==> src/rtl/irxf_pkg.sv <==
/*
 * Package for the inter-register transform, constant/page transform and
 * bit-test selector. Holds field codes, widths and condition positions.
 * Assumes a single 200 MHz clock domain and no bus.
 */
package irxf_pkg;
   localparam int IRXF_FN_W = 5;
   localparam int IRXF_SRC_W = 3;
   localparam int IRXF_KN_W = 32;
   // Function codes
   localparam logic [4:0] IRXF_FN_ADD_TRUE = 5'h19;   // 11001
   localparam logic [4:0] IRXF_FN_AND = 5'h0e;    // 01110
   localparam logic [4:0] IRXF_FN_OR = 5'h09;     // 01001
   localparam logic [4:0] IRXF_FN_NSUM = 5'h01;   // 00001
   localparam logic [4:0] IRXF_FN_ADDC = 5'h1a;   // 11010
   // Source and destination codes
   localparam logic [2:0] IRXF_SRC_PC = 3'h1;
   localparam logic [2:0] IRXF_SRC_ZERO = 3'h1;
   localparam logic [2:0] IRXF_SRC_ONES = 3'h6;
   localparam logic [2:0] IRXF_SRC_ACC = 3'h4;
   localparam logic [2:0] IRXF_SRC_Q = 3'h4;
   localparam logic [2:0] IRXF_DST_PC = 3'h1;
   localparam logic [2:0] IRXF_DST_ACC = 3'h5;
   localparam logic [2:0] IRXF_DST_Q = 3'h3;
   localparam logic [2:0] IRXF_DST_NOP = 3'h0;
   // Instruction bit positions
   localparam int IRXF_I_PROD = 8;
   localparam int IRXF_I_XOR = 9;
   localparam int IRXF_I_A = 10;
   localparam int IRXF_I_Q = 11;
   localparam int IRXF_I_M = 12;
   localparam int IRXF_I_DA = 13;
   localparam int IRXF_I_DQ = 14;
   // Bit-test positions
   localparam logic [3:0] IRXF_BT_PROT = 4'h5;
   localparam logic [3:0] IRXF_BT_DZERO = 4'ha;
   localparam logic [15:0] IRXF_ZERO16 = 16'h0000;

   typedef struct packed {
      logic [4:0] fn;
      logic [2:0] a_src;
      logic [2:0] b_src;
      logic [2:0] dst;
   } irxf_fields_s;
endpackage : irxf_pkg

==> src/rtl/irxf_bit_test.sv <==
/*
 * Sixteen-way single-bit condition selector.
 * Assumes the caller supplies conditions already polarised so that 1
 * means "execute upper micro instruction".
 */
`timescale 1ns/10ps
`default_nettype none
module irxf_bit_test import irxf_pkg::*; (
   input wire logic [15:0] cond_i,
   input wire logic [3:0] sel_i,
   output logic bit_o
);
   // Plain index; positions other than 5 and 10 come in unchanged from the top's cond_i
   assign bit_o = cond_i[sel_i]; // [RQ9]
endmodule : irxf_bit_test
`default_nettype wire

==> src/rtl/irxf_top.sv <==
/*
 * Inter-register transform decoder, constant/page transform and bit-test
 * selector, registered outputs on the micro-cycle clock.
 * Assumes the sequencer qualifies bit_test_o with its own test decode.
 */
// Operation
// RQ1: I12 zero selects origin transform path
// RQ2: I8/I9 pick function code with I12 zero
// RQ3: I12 set forces add-carry, PC, zero, PC
// RQ4: I10/I11 pick accumulator/Q or ones sources
// RQ5: Destination accumulator, Q or no-op; protect nops
// RQ6: Const transform from ground, second selector, index, micro
// RQ7: Const transform drives only when enable low
// RQ8: Enable high during clears loads zeros
// RQ9: Bit test is single-bit sixteen-way multiplexer
// RQ10: Micro register bits 28-31 select the condition
// RQ11: Test result picks upper or lower micro
// RQ12: Sequencer uses output only on bit-test command
// RQ13: Position 10 true when delta zero
// RQ14: Position 5 lower on protect fault
// RQ15: Fields presented only during transform command
`timescale 1ns/10ps
`default_nettype none
module irxf_top import irxf_pkg::*; (
   input wire logic clk_i,
   input wire logic rst_n_i,
   input wire logic instr_transform_cmd_i,
   input wire logic [15:0] instr_i,
   input wire logic protect_violation_i,
   input wire logic const_xform_enable_n_i,
   input wire logic [7:0] second_selector_i,
   input wire logic [15:0] index_transform_reg_i,
   input wire logic [31:0] micro_instr_reg_i,
   input wire logic [15:0] cond_i,
   output logic [4:0] fn_o,
   output logic [2:0] a_src_o,
   output logic [2:0] b_src_o,
   output logic [2:0] dst_o,
   output logic fields_valid_o,
   output logic xform_origin_path_o,
   output logic xform_nonorigin_path_o,
   output logic [31:0] kn_xform_o,
   output logic bit_test_o
);
   irxf_fields_s fld_nxt;
   irxf_fields_s fld_r;
   logic origin_w;
   logic [4:0] fn_org_w;
   logic [2:0] dst_org_w;
   logic [31:0] kn_nxt;
   logic [15:0] cond_w;
   logic bit_nxt;
   logic valid_r;
   logic org_r;
   logic nonorg_r;
   logic [31:0] kn_r;
   logic bit_r;

   // Path choice from memory-origin bit
   assign origin_w = ~instr_i[IRXF_I_M]; // [RQ1]

   // Function from product/xor bits; others don't care
   assign fn_org_w = (!instr_i[IRXF_I_PROD] && !instr_i[IRXF_I_XOR]) ? IRXF_FN_ADD_TRUE :
                     (instr_i[IRXF_I_PROD] && !instr_i[IRXF_I_XOR]) ? IRXF_FN_AND :
                     (!instr_i[IRXF_I_PROD]) ? IRXF_FN_OR : IRXF_FN_NSUM; // [RQ2] [RQ15]

   // Destination priority A over Q; protect kills register writes
   assign dst_org_w = protect_violation_i ? IRXF_DST_NOP :
                      instr_i[IRXF_I_DA] ? IRXF_DST_ACC :
                      instr_i[IRXF_I_DQ] ? IRXF_DST_Q : IRXF_DST_NOP; // [RQ5]

   // Field assembly; zeros outside the transform command
   always_comb begin
      fld_nxt = '0;
      if (instr_transform_cmd_i) begin // [RQ15]
         if (origin_w) begin
            fld_nxt.fn = fn_org_w;
            fld_nxt.a_src = instr_i[IRXF_I_A] ? IRXF_SRC_ACC : IRXF_SRC_ONES; // [RQ4]
            fld_nxt.b_src = instr_i[IRXF_I_Q] ? IRXF_SRC_Q : IRXF_SRC_ONES; // [RQ4]
            fld_nxt.dst = dst_org_w;
         end else begin
            fld_nxt.fn = IRXF_FN_ADDC; // [RQ3]
            fld_nxt.a_src = IRXF_SRC_PC; // [RQ3]
            fld_nxt.b_src = IRXF_SRC_ZERO; // [RQ3]
            fld_nxt.dst = protect_violation_i ? IRXF_DST_NOP : IRXF_DST_PC; // [RQ3]
         end
      end
   end

   // Constant/page word: ground byte on top, micro bits 24-31 at the bottom;
   // micro bits 0-7 must not leak into the K/N load
   assign kn_nxt = const_xform_enable_n_i ? 32'h0000_0000 : // [RQ7] [RQ8]
                   {8'h00, second_selector_i, index_transform_reg_i[15:8],
                    micro_instr_reg_i[7:0]}; // [RQ6]

   // Conditions: position 5 inverted so 1 means upper; 10 is delta zero
   always_comb begin
      cond_w = cond_i;
      cond_w[IRXF_BT_PROT] = ~cond_i[IRXF_BT_PROT]; // [RQ14]
      cond_w[IRXF_BT_DZERO] = (index_transform_reg_i[15:8] == 8'h00); // [RQ13]
   end

   // Select code is micro bits 28-31 (low nibble in this numbering)
   irxf_bit_test u_bit_test (
      .cond_i(cond_w),
      .sel_i(micro_instr_reg_i[3:0]), // [RQ10]
      .bit_o(bit_nxt)
   );

   // Output flops; one-cycle latency keeps outputs glitch free
   always_ff @(posedge clk_i or negedge rst_n_i) begin
      if (!rst_n_i) begin
         fld_r <= '0;
         valid_r <= 1'b0;
         org_r <= 1'b0;
         nonorg_r <= 1'b0;
         kn_r <= '0;
         bit_r <= 1'b0;
      end else begin
         fld_r <= fld_nxt;
         valid_r <= instr_transform_cmd_i;
         org_r <= instr_transform_cmd_i & origin_w;
         nonorg_r <= instr_transform_cmd_i & ~origin_w;
         kn_r <= kn_nxt;
         bit_r <= bit_nxt; // [RQ11] [RQ12]
      end
   end

   assign fn_o = fld_r.fn;
   assign a_src_o = fld_r.a_src;
   assign b_src_o = fld_r.b_src;
   assign dst_o = fld_r.dst;
   assign fields_valid_o = valid_r;
   assign xform_origin_path_o = org_r;
   assign xform_nonorigin_path_o = nonorg_r;
   assign kn_xform_o = kn_r;
   assign bit_test_o = bit_r;

   property p_rq3;
      @(posedge clk_i) disable iff (!rst_n_i)
      (instr_transform_cmd_i && instr_i[IRXF_I_M]) |=> (fn_o == IRXF_FN_ADDC && a_src_o == 3'h1);
   endproperty
   a_rq3: assert property (p_rq3) else $error("forced add-carry missing"); // [RQ3]

   property p_rq2;
      @(posedge clk_i) disable iff (!rst_n_i)
      (instr_transform_cmd_i && !instr_i[12] && instr_i[9:8] == 2'b01) |=> fn_o == 5'h0e;
   endproperty
   a_rq2: assert property (p_rq2) else $error("logical product code wrong"); // [RQ2]

   property p_rq1;
      @(posedge clk_i) disable iff (!rst_n_i)
      instr_transform_cmd_i |=> (xform_origin_path_o != xform_nonorigin_path_o);
   endproperty
   a_rq1: assert property (p_rq1) else $error("path select wrong"); // [RQ1]

   property p_rq4;
      @(posedge clk_i) disable iff (!rst_n_i)
      (instr_transform_cmd_i && !instr_i[12] && !instr_i[10]) |=> a_src_o == 3'h6;
   endproperty
   a_rq4: assert property (p_rq4) else $error("ones source missing"); // [RQ4]

   property p_rq5;
      @(posedge clk_i) disable iff (!rst_n_i)
      (instr_transform_cmd_i && protect_violation_i) |=> dst_o == 3'h0;
   endproperty
   a_rq5: assert property (p_rq5) else $error("protect did not nop"); // [RQ5]

   property p_rq8;
      @(posedge clk_i) disable iff (!rst_n_i)
      const_xform_enable_n_i |=> kn_xform_o == 32'h0000_0000;
   endproperty
   a_rq8: assert property (p_rq8) else $error("clear not zero"); // [RQ8]

   property p_rq15;
      @(posedge clk_i) disable iff (!rst_n_i)
      !instr_transform_cmd_i |=> (fn_o == 5'h00 && !fields_valid_o);
   endproperty
   a_rq15: assert property (p_rq15) else $error("fields leaked"); // [RQ15]

   property p_rq13;
      @(posedge clk_i) disable iff (!rst_n_i)
      (micro_instr_reg_i[3:0] == 4'ha && index_transform_reg_i[15:8] == 8'h00) |=> bit_test_o;
   endproperty
   a_rq13: assert property (p_rq13) else $error("delta zero test wrong"); // [RQ13]

   property p_rq14;
      @(posedge clk_i) disable iff (!rst_n_i)
      (micro_instr_reg_i[3:0] == 4'h5 && cond_i[5]) |=> !bit_test_o;
   endproperty
   a_rq14: assert property (p_rq14) else $error("protect test wrong"); // [RQ14]

   property p_rq14_clear;
      @(posedge clk_i) disable iff (!rst_n_i)
      (micro_instr_reg_i[3:0] == 4'h5 && !cond_i[5]) |=> bit_test_o;
   endproperty
   a_rq14_clear: assert property (p_rq14_clear) else $error("protect clear wrong"); // [RQ14]

   property p_rq10;
      @(posedge clk_i) disable iff (!rst_n_i)
      (micro_instr_reg_i[3:0] == 4'h3) |=> (bit_test_o == $past(cond_i[3]));
   endproperty
   a_rq10: assert property (p_rq10) else $error("plain condition lost"); // [RQ9] [RQ10]

   property p_rq6;
      @(posedge clk_i) disable iff (!rst_n_i)
      !const_xform_enable_n_i |=>
         (kn_xform_o[31:24] == 8'h00 && kn_xform_o[7:0] == $past(micro_instr_reg_i[7:0]));
   endproperty
   a_rq6: assert property (p_rq6) else $error("const word sources wrong"); // [RQ6]

   property p_rq7;
      @(posedge clk_i) disable iff (!rst_n_i)
      !const_xform_enable_n_i |=> (kn_xform_o[23:16] == $past(second_selector_i));
   endproperty
   a_rq7: assert property (p_rq7) else $error("enabled transform idle"); // [RQ7]

   property p_rq5_acc;
      @(posedge clk_i) disable iff (!rst_n_i)
      (instr_transform_cmd_i && !instr_i[12] && instr_i[13] && !protect_violation_i) |=>
         dst_o == 3'h5;
   endproperty
   a_rq5_acc: assert property (p_rq5_acc) else $error("acc destination wrong"); // [RQ5]

   property p_rq2_add;
      @(posedge clk_i) disable iff (!rst_n_i)
      (instr_transform_cmd_i && !instr_i[12] && instr_i[9:8] == 2'b00) |=> fn_o == 5'h19;
   endproperty
   a_rq2_add: assert property (p_rq2_add) else $error("add code wrong"); // [RQ2]
endmodule : irxf_top
`default_nettype wire

==> config.mk <==
export PLATFORM = sky130hd
export DESIGN_NAME = irxf_top
export DESIGN_NICKNAME = d
export VERILOG_FILES = /design/src/rtl/irxf_pkg.sv /design/src/rtl/irxf_bit_test.sv /design/src/rtl/irxf_top.sv
export SDC_FILE = /design/constraint.sdc
export NUM_CORES = 1
export LEC_CHECK = 0
export BUFFER_PORTS_ARGS = -buffer_cell sky130_fd_sc_hd__buf_2
export CAP_MARGIN = 20
export CORE_AREA = 3 3 65 91
export CTS_CLUSTER_SIZE = 10
export DETAILED_ROUTE_END_ITERATION = 7
export DIE_AREA = 0 0 68 94
export PLACE_DENSITY_LB_ADDON = 0.12
export SLEW_MARGIN = 10
export SYNTH_ARGS = -nofsm -noshare
export SYNTH_HDL_FRONTEND = slang
export SYNTH_SLANG_ARGS = --single-unit
==> constraint.sdc <==
create_clock -name clk_i -period 0.8 [get_ports clk_i]
set_input_delay 0.16 -clock clk_i [delete_from_list [all_inputs] [get_ports clk_i]]
set_output_delay 0.16 -clock clk_i [all_outputs]
set_load 0.005 [all_outputs]
==> results of run 1 <==
## logic make-up after synthesis
family / count (synthesis)
and+or+nand+nor: 44
DFF: 38
buffers and inverters: 19
AOI/OAI and AO/OA: 7
muxes: 4
other: 1
## routing by layer
metal	vias to the layer above	global-route usage, %	share of wire (%)
li1	547	-	-
met1	539	11.0	35
met2	64	19.9	54
met3	5	2.40	9.0
met4	0	4.98	1.8
met5	-	0	0
## registers in the layout, indices dropped and copies added, names as in the netlist
name,count
b_src_o,2
fn_o,5
kn_xform_o,24
a_src_o,2
dst_o,3
fields_valid_o,1
bit_test_o,1
## cell usage in the layout, fill, tap and decap left out
cell	Yosys	routed
clkinv_2	0	1
nand2b_1	1	1
nor4b_1	1	1
nor2b_4	1	1
dlygate4sd3_1	0	1
clkbuf_1	2	1
or4_4	0	1
buf_2	1	90
inv_1	3	3
a211oi_2	2	2
a311oi_1	1	1
mux4_2	1	2
a31oi_1	1	1
o21a_1	3	3
nor2_1	7	7
buf_6	1	2
and2_1	1	1
nor3b_1	2	2
dfrtp_1	38	38
buf_4	12	10
nor2b_1	25	25
mux2i_1	1	1
nand2_1	2	2
nor3_1	2	2
nor3_2	1	1
mux4_1	2	1
clkbuf_8	0	6
buf_12	0	1
conb_1	1	8
## through the flow
step           instance area [µm²]  util (%)
2_1_floorplan                 1520         -
3_3_place_gp                  2040      39.3
3_5_place_dp                  2040      39.3
4_1_cts                       2160      41.6
5_1_grt                       2160      41.6
6_report                      2160      41.6
## cell type report
| type | count | area [µm²] | share of cell area [%] |
|---|---|---|---|
| sequential | 38 | 951 | 44.0 |
| inverter | 3 | 11.3 | 0.521 |
| clock buffer | 7 | 86.3 | 4.00 |
| timing repair buffer | 104 | 578 | 26.8 |
| tap | 66 | 82.6 | 3.82 |
| multi-input combinational | 63 | 445 | 20.6 |
| clock inverter | 1 | 5.00 | 0.232 |
## worst max-delay path, stage by stage
cell and delay (ns):
buf_6 0.09, or4_4 0.52, nor3_2 0.11, a31oi_1 0.11, a211oi_2 0.19
## path summary, 6_finish.rpt
| kind | startpoint | endpoint | slack (ns) | depth (start not counted) |
|---|---|---|---|---|
| min | instr_i[10] | a_src_o[1] | 0.02 | 2 |
| min in group asynchronous | rst_n_i | kn_xform_o[6] | 0.28 | 2 |
| max in group asynchronous | rst_n_i | a_src_o[1] | 0.11 | 3 |
| max | index_transform_reg_i[10] | bit_test_o | -0.19 | 5 |
## power by group
| group | total (W) | switching, W | internal, W |
|---|---|---|---|
| combinational | 0.000541 | 0.000241 | 0.000300 |
| clock | 0.00131 | 0.000618 | 0.000695 |
| sequential | 0.00204 | 0.0000256 | 0.00202 |
## repair_timing
| item | CTS | global route |
|---|---|---|
| hold buffers | 1 | 0 |
| endpoints found under the hold margin | 9 | 0 |
| resized for setup | 4 | 0 |
| setup endpoints to repair | 43 | 43 |
| pin swaps | 2 | 2 |
==> results.yml, run 1 <==
outcome:
  status: "complete, but fails checks"
  violations: "setup timing"
timing:
  setup_viol: 43
  setup_tns_ns: -5.39
  final_max_slew_viol_count: 0
  fin_hold_ws_ns: 0.0227
  fin_crit_sh_pct: 124
  finalWorstSetupSlack_ns: -0.189
  rsz0062_at_grt: "yes"
  max_freq_mhz: 1010
  fin_crit_ns: 0.989
  hold_violations: 0
cts:
  clock-sinks: 38
  post_cts_buffers: 0
  cts_tree: "built"
  ctsLongestPathBuffers: 2
  root_buffer: "clkbuf_8"
  numCtsBuffers: 5
  clk_pin_slew_ns: 0.07
  h-tree-depth: 2
yosys:
  synth_flop_cell: "dfrtp_1"
  synth_area_um2: 1500
  synth.top_cell.area_share_pct: 63.6
  ys_async_sr_fraction_pct: 100
  synthMuxAreaShare_pct: 5.69
  synth_adder_area_share_pct: 0
  yosys_register_bits: 38
  synth.most_common_cell: "dfrtp_1"
  synth.distinct_cells: 25
  syn_inst: 113
  ys_seq_area_share_pct: 63.6
  avgSynthCellArea_um2: 13.2
  synth-edff-count: 0
  synthSimpleGateAreaFrac_pct: 17.9
  synthTopCellsByArea: "dfrtp_1 (64%), nor2b_1 (10%), buf_4 (6.0%)"
  synth_top_family_by_area: "simple AND/OR/NAND/NOR gates"
  yosys_warnings: 0
  yosys-top-cells-count: "dfrtp_1 (38), nor2b_1 (25), buf_4 (12)"
  synth_xor_area_share_pct: 0
  yosys.area.top_type: "dfrtp_1"
  synth-compound-area-share_pct: 4.18
drt:
  drtAntennaViolNets: 0
  vias: 1155
  drt-initial-drc-count: 32
  via_per_inst: 4.10
  routed_wl_um: 3370
  post-route-drc-count: 0
  wl_per_cell_um: 12.0
  first_pass_iters: 4
floorplanning:
  rows: 31
  ios: 143
  die_w_um: 68
  core_um2: 5200
  design.die.area_um2: 6390
  die_y_um: 94
  start_util_pct: 28.8
final_layout:
  n_fill_cell: 531
  layout-drive-gt1-share_pct: 54.2
  syn2layout_area_growth_pct: 44.4
  final_nets: 308
  diodes: 0
  finalNonFillerCells: 282
placement:
  post-place-ws_ns: -0.561
  numPortBuffers: 92
  dp_hpwl_um: 2770
  place_congestion: 0.717
  place_inst: 273
setup_path:
  crit_path_start_kind: "primary input"
  cp.arrival_ns: 1.19
  critical_path_class: "in2reg"
  required_ns: 1.00
  cp-end-kind: "flop"
  worstPathMaxFanout: 2
power:
  vdd_drop_max_uv: 727
  powerDensity_nw_per_um2: 1800
  p_leak_nw: 1.18
  fin_total_pwr_w: 0.00390
global_routing:
  antenna_found_initial: 0
  grt_usage_pct: 10.8
  gr-total-overflow: 0
  grt_first_pass_wirelength_um: 5110
  grt_pass1_vias: 1198
  grt_max_degree: 30
min_path:
  holdCritPathClass: "in2reg"
job:
  max_cap_viol_count: 0
(Power assumes the default switching activity.)
==> run 2, diff against run 1 <==
Settings changed: RECOVER_POWER set to 50.
==> run 2 against run 1 <==
- the run still ends with setup timing left
- sequential share of layout area grew 0.23 points
- worst hold slack better by 0.00091 ns
- utilization decreased by 0.22 points
- global-route usage is the same
- sequential power about the same
- non-clock buffer count unchanged
- flip-flop and latch count unchanged
- die area did not move
- critical path depth stayed put
- critical path type unchanged
- critical endpoint unchanged
- largest cell class unchanged
==> results.yml, run 2 (synthesis results as in run 1) <==
final_layout:
  final_nets: 308
  fin_area_um2: 2150
  largest_reg_flops: 24
  diodes: 0
  multiInputGateArea_um2: 445
  ff_latch_area_um2: 951
  syn2layout_area_growth_pct: 43.7
  layout_common_cells: "buf_2 (88), dfrtp_1 (38), nor2b_1 (25)"
  n_fill_cell: 537
  layout-drive-gt1-share_pct: 52.8
  layout_commonest_cell: "buf_2"
  finish.utilization_pct: 41.3
min_path:
  worstHoldStart: "instr_i[10]"
  holdCritPathClass: "in2reg"
  hold_depth: 2
placement:
  place_congestion: 0.717
  numPortBuffers: 92
  dp_hpwl_um: 2770
  place_area_um2: 2040
cts:
  ctsLongestPathBuffers: 2
  post_cts_buffers: 0
  clock-sinks: 38
  clk_pin_slew_ns: 0.07
  h-tree-depth: 2
  numCtsBuffers: 5
  cts_tree: "built"
  root_buffer: "clkbuf_8"
timing:
  max_freq_mhz: 1010
  finalWorstSetupSlack_ns: -0.189
  final_max_slew_viol_count: 0
  rsz0062_at_grt: "yes"
  fin_crit_ns: 0.989
  hold_violations: 0
  fin_crit_sh_pct: 124
  setup_viol: 43
drt:
  post-route-drc-count: 0
  drtAntennaViolNets: 0
  vias: 1156
  wl_per_cell_um: 11.9
  first_pass_iters: 4
  routed_wl_um: 3370
  via_per_inst: 4.10
  drt-initial-drc-count: 32
power:
  switchingPower_w: 0.000884
  clkPwrFrac_pct: 33.7
  p_seq_share_pct: 52.5
  internal_power_w: 0.00300
  combPwrFrac_pct: 13.7
  vdd_drop_max_uv: 726
  powerDensity_nw_per_um2: 1810
  switching_share_pct: 22.7
  p_leak_nw: 1.17
floorplanning:
  start_util_pct: 28.8
  die_y_um: 94
  ios: 143
  core_um2: 5200
  design.die.area_um2: 6390
  die_w_um: 68
  rows: 31
setup_path:
  slowest_delay_ns: 0.52
  startpoint: "index_transform_reg_i[10]"
  crit_path_start_kind: "primary input"
  cp.depth: 5
  crit_buf_inv: 1
  worstPathMaxFanout: 2
  cp-end-kind: "flop"
  critical_path_class: "in2reg"
  cp_cell_sequence: "buf_6 -> or4_4 -> nor3_2 -> a31oi_1 -> a211oi_2"
  crit_family: "simple AND/OR/NAND/NOR gates"
  cp_slowest_cell: "or4_4"
  cp.arrival_ns: 1.19
  required_ns: 1.00
global_routing:
  grt_pass1_vias: 1198
  grt_usage_pct: 10.8
  gr-total-overflow: 0
  grt_max_degree: 30
  grt_first_pass_wirelength_um: 5110
  antenna_found_initial: 0
outcome:
  violations: "setup timing"
  status: "complete, but fails checks"
job:
  max_cap_viol_count: 0
## run 2: cell types whose count changed in the layout (fill, tap and decap cells not counted), sizes merged
cell | before | now
buf | 103 | 98
clkbuf | 7 | 12
## run 2: final timing paths
check | end | slack (ns)
setup / recovery | bit_test_o | -0.19
hold / removal | a_src_o[1] | 0.02
max in group asynchronous | a_src_o[1] | 0.09
min in group asynchronous | kn_xform_o[6] | 0.29
## run 2: area by class of cell
cell class / count / area share [%]
Timing Repair Buffer: 104 / 26.4
Tap cell: 66 / 3.84
Clock inverter: 1 / 0.233
Sequential cell: 38 / 44.3
Multi-Input combinational cell: 63 / 20.7
Inverter: 3 / 0.524
Clock buffer: 7 / 4.02
## run 2: through the flow
step	std cells	hold slack, ns	setup TNS (ns)	total power [W]	worst slack [ns]
5_1_grt	282	0.0164	-6.95	0.00410	-0.223
6_report	282	0.0236	-5.38	0.00389	-0.189
3_3_place_gp	273	0.0302	-0.612	0.00261	-0.535
3_5_place_dp	273	0.0368	-0.682	0.00262	-0.561
2_1_floorplan	120	-0.136	-0.435	0.00231	-0.435
4_1_cts	282	0.0129	-6.10	0.00397	-0.214
## run 2: repair_timing
action / CTS / global route
endpoints found under the setup margin: 43 / 43
hold buffers: 1 / 0
resized for setup: 4 / 0
hold endpoints to repair: 9 / 0
pin swaps: 2 / 2
## run 2: per-layer routing
metal / up-vias / part of all wire [%] / wire length (µm) / global-route usage (%)
met3: 5 / 9.1 / 305 / 2.40
met2: 64 / 54 / 1810 / 19.9
met5: - / 0 / 0 / 0
met4: 0 / 1.8 / 61 / 4.98
met1: 539 / 35 / 1190 / 11.0
li1: 548 / - / - / -
## run 2: power by group through the flow
stage | Clock, W | Combinational (W) | Sequential, W
6_report | 0.00131 | 0.000534 | 0.00204
5_1_grt | 0.00144 | 0.000600 | 0.00205
4_1_cts | 0.00137 | 0.000555 | 0.00204
3_5_place_dp | 0 | 0.000542 | 0.00208
3_3_place_gp | 0 | 0.000533 | 0.00208
2_1_floorplan | 0 | 0.000213 | 0.00210
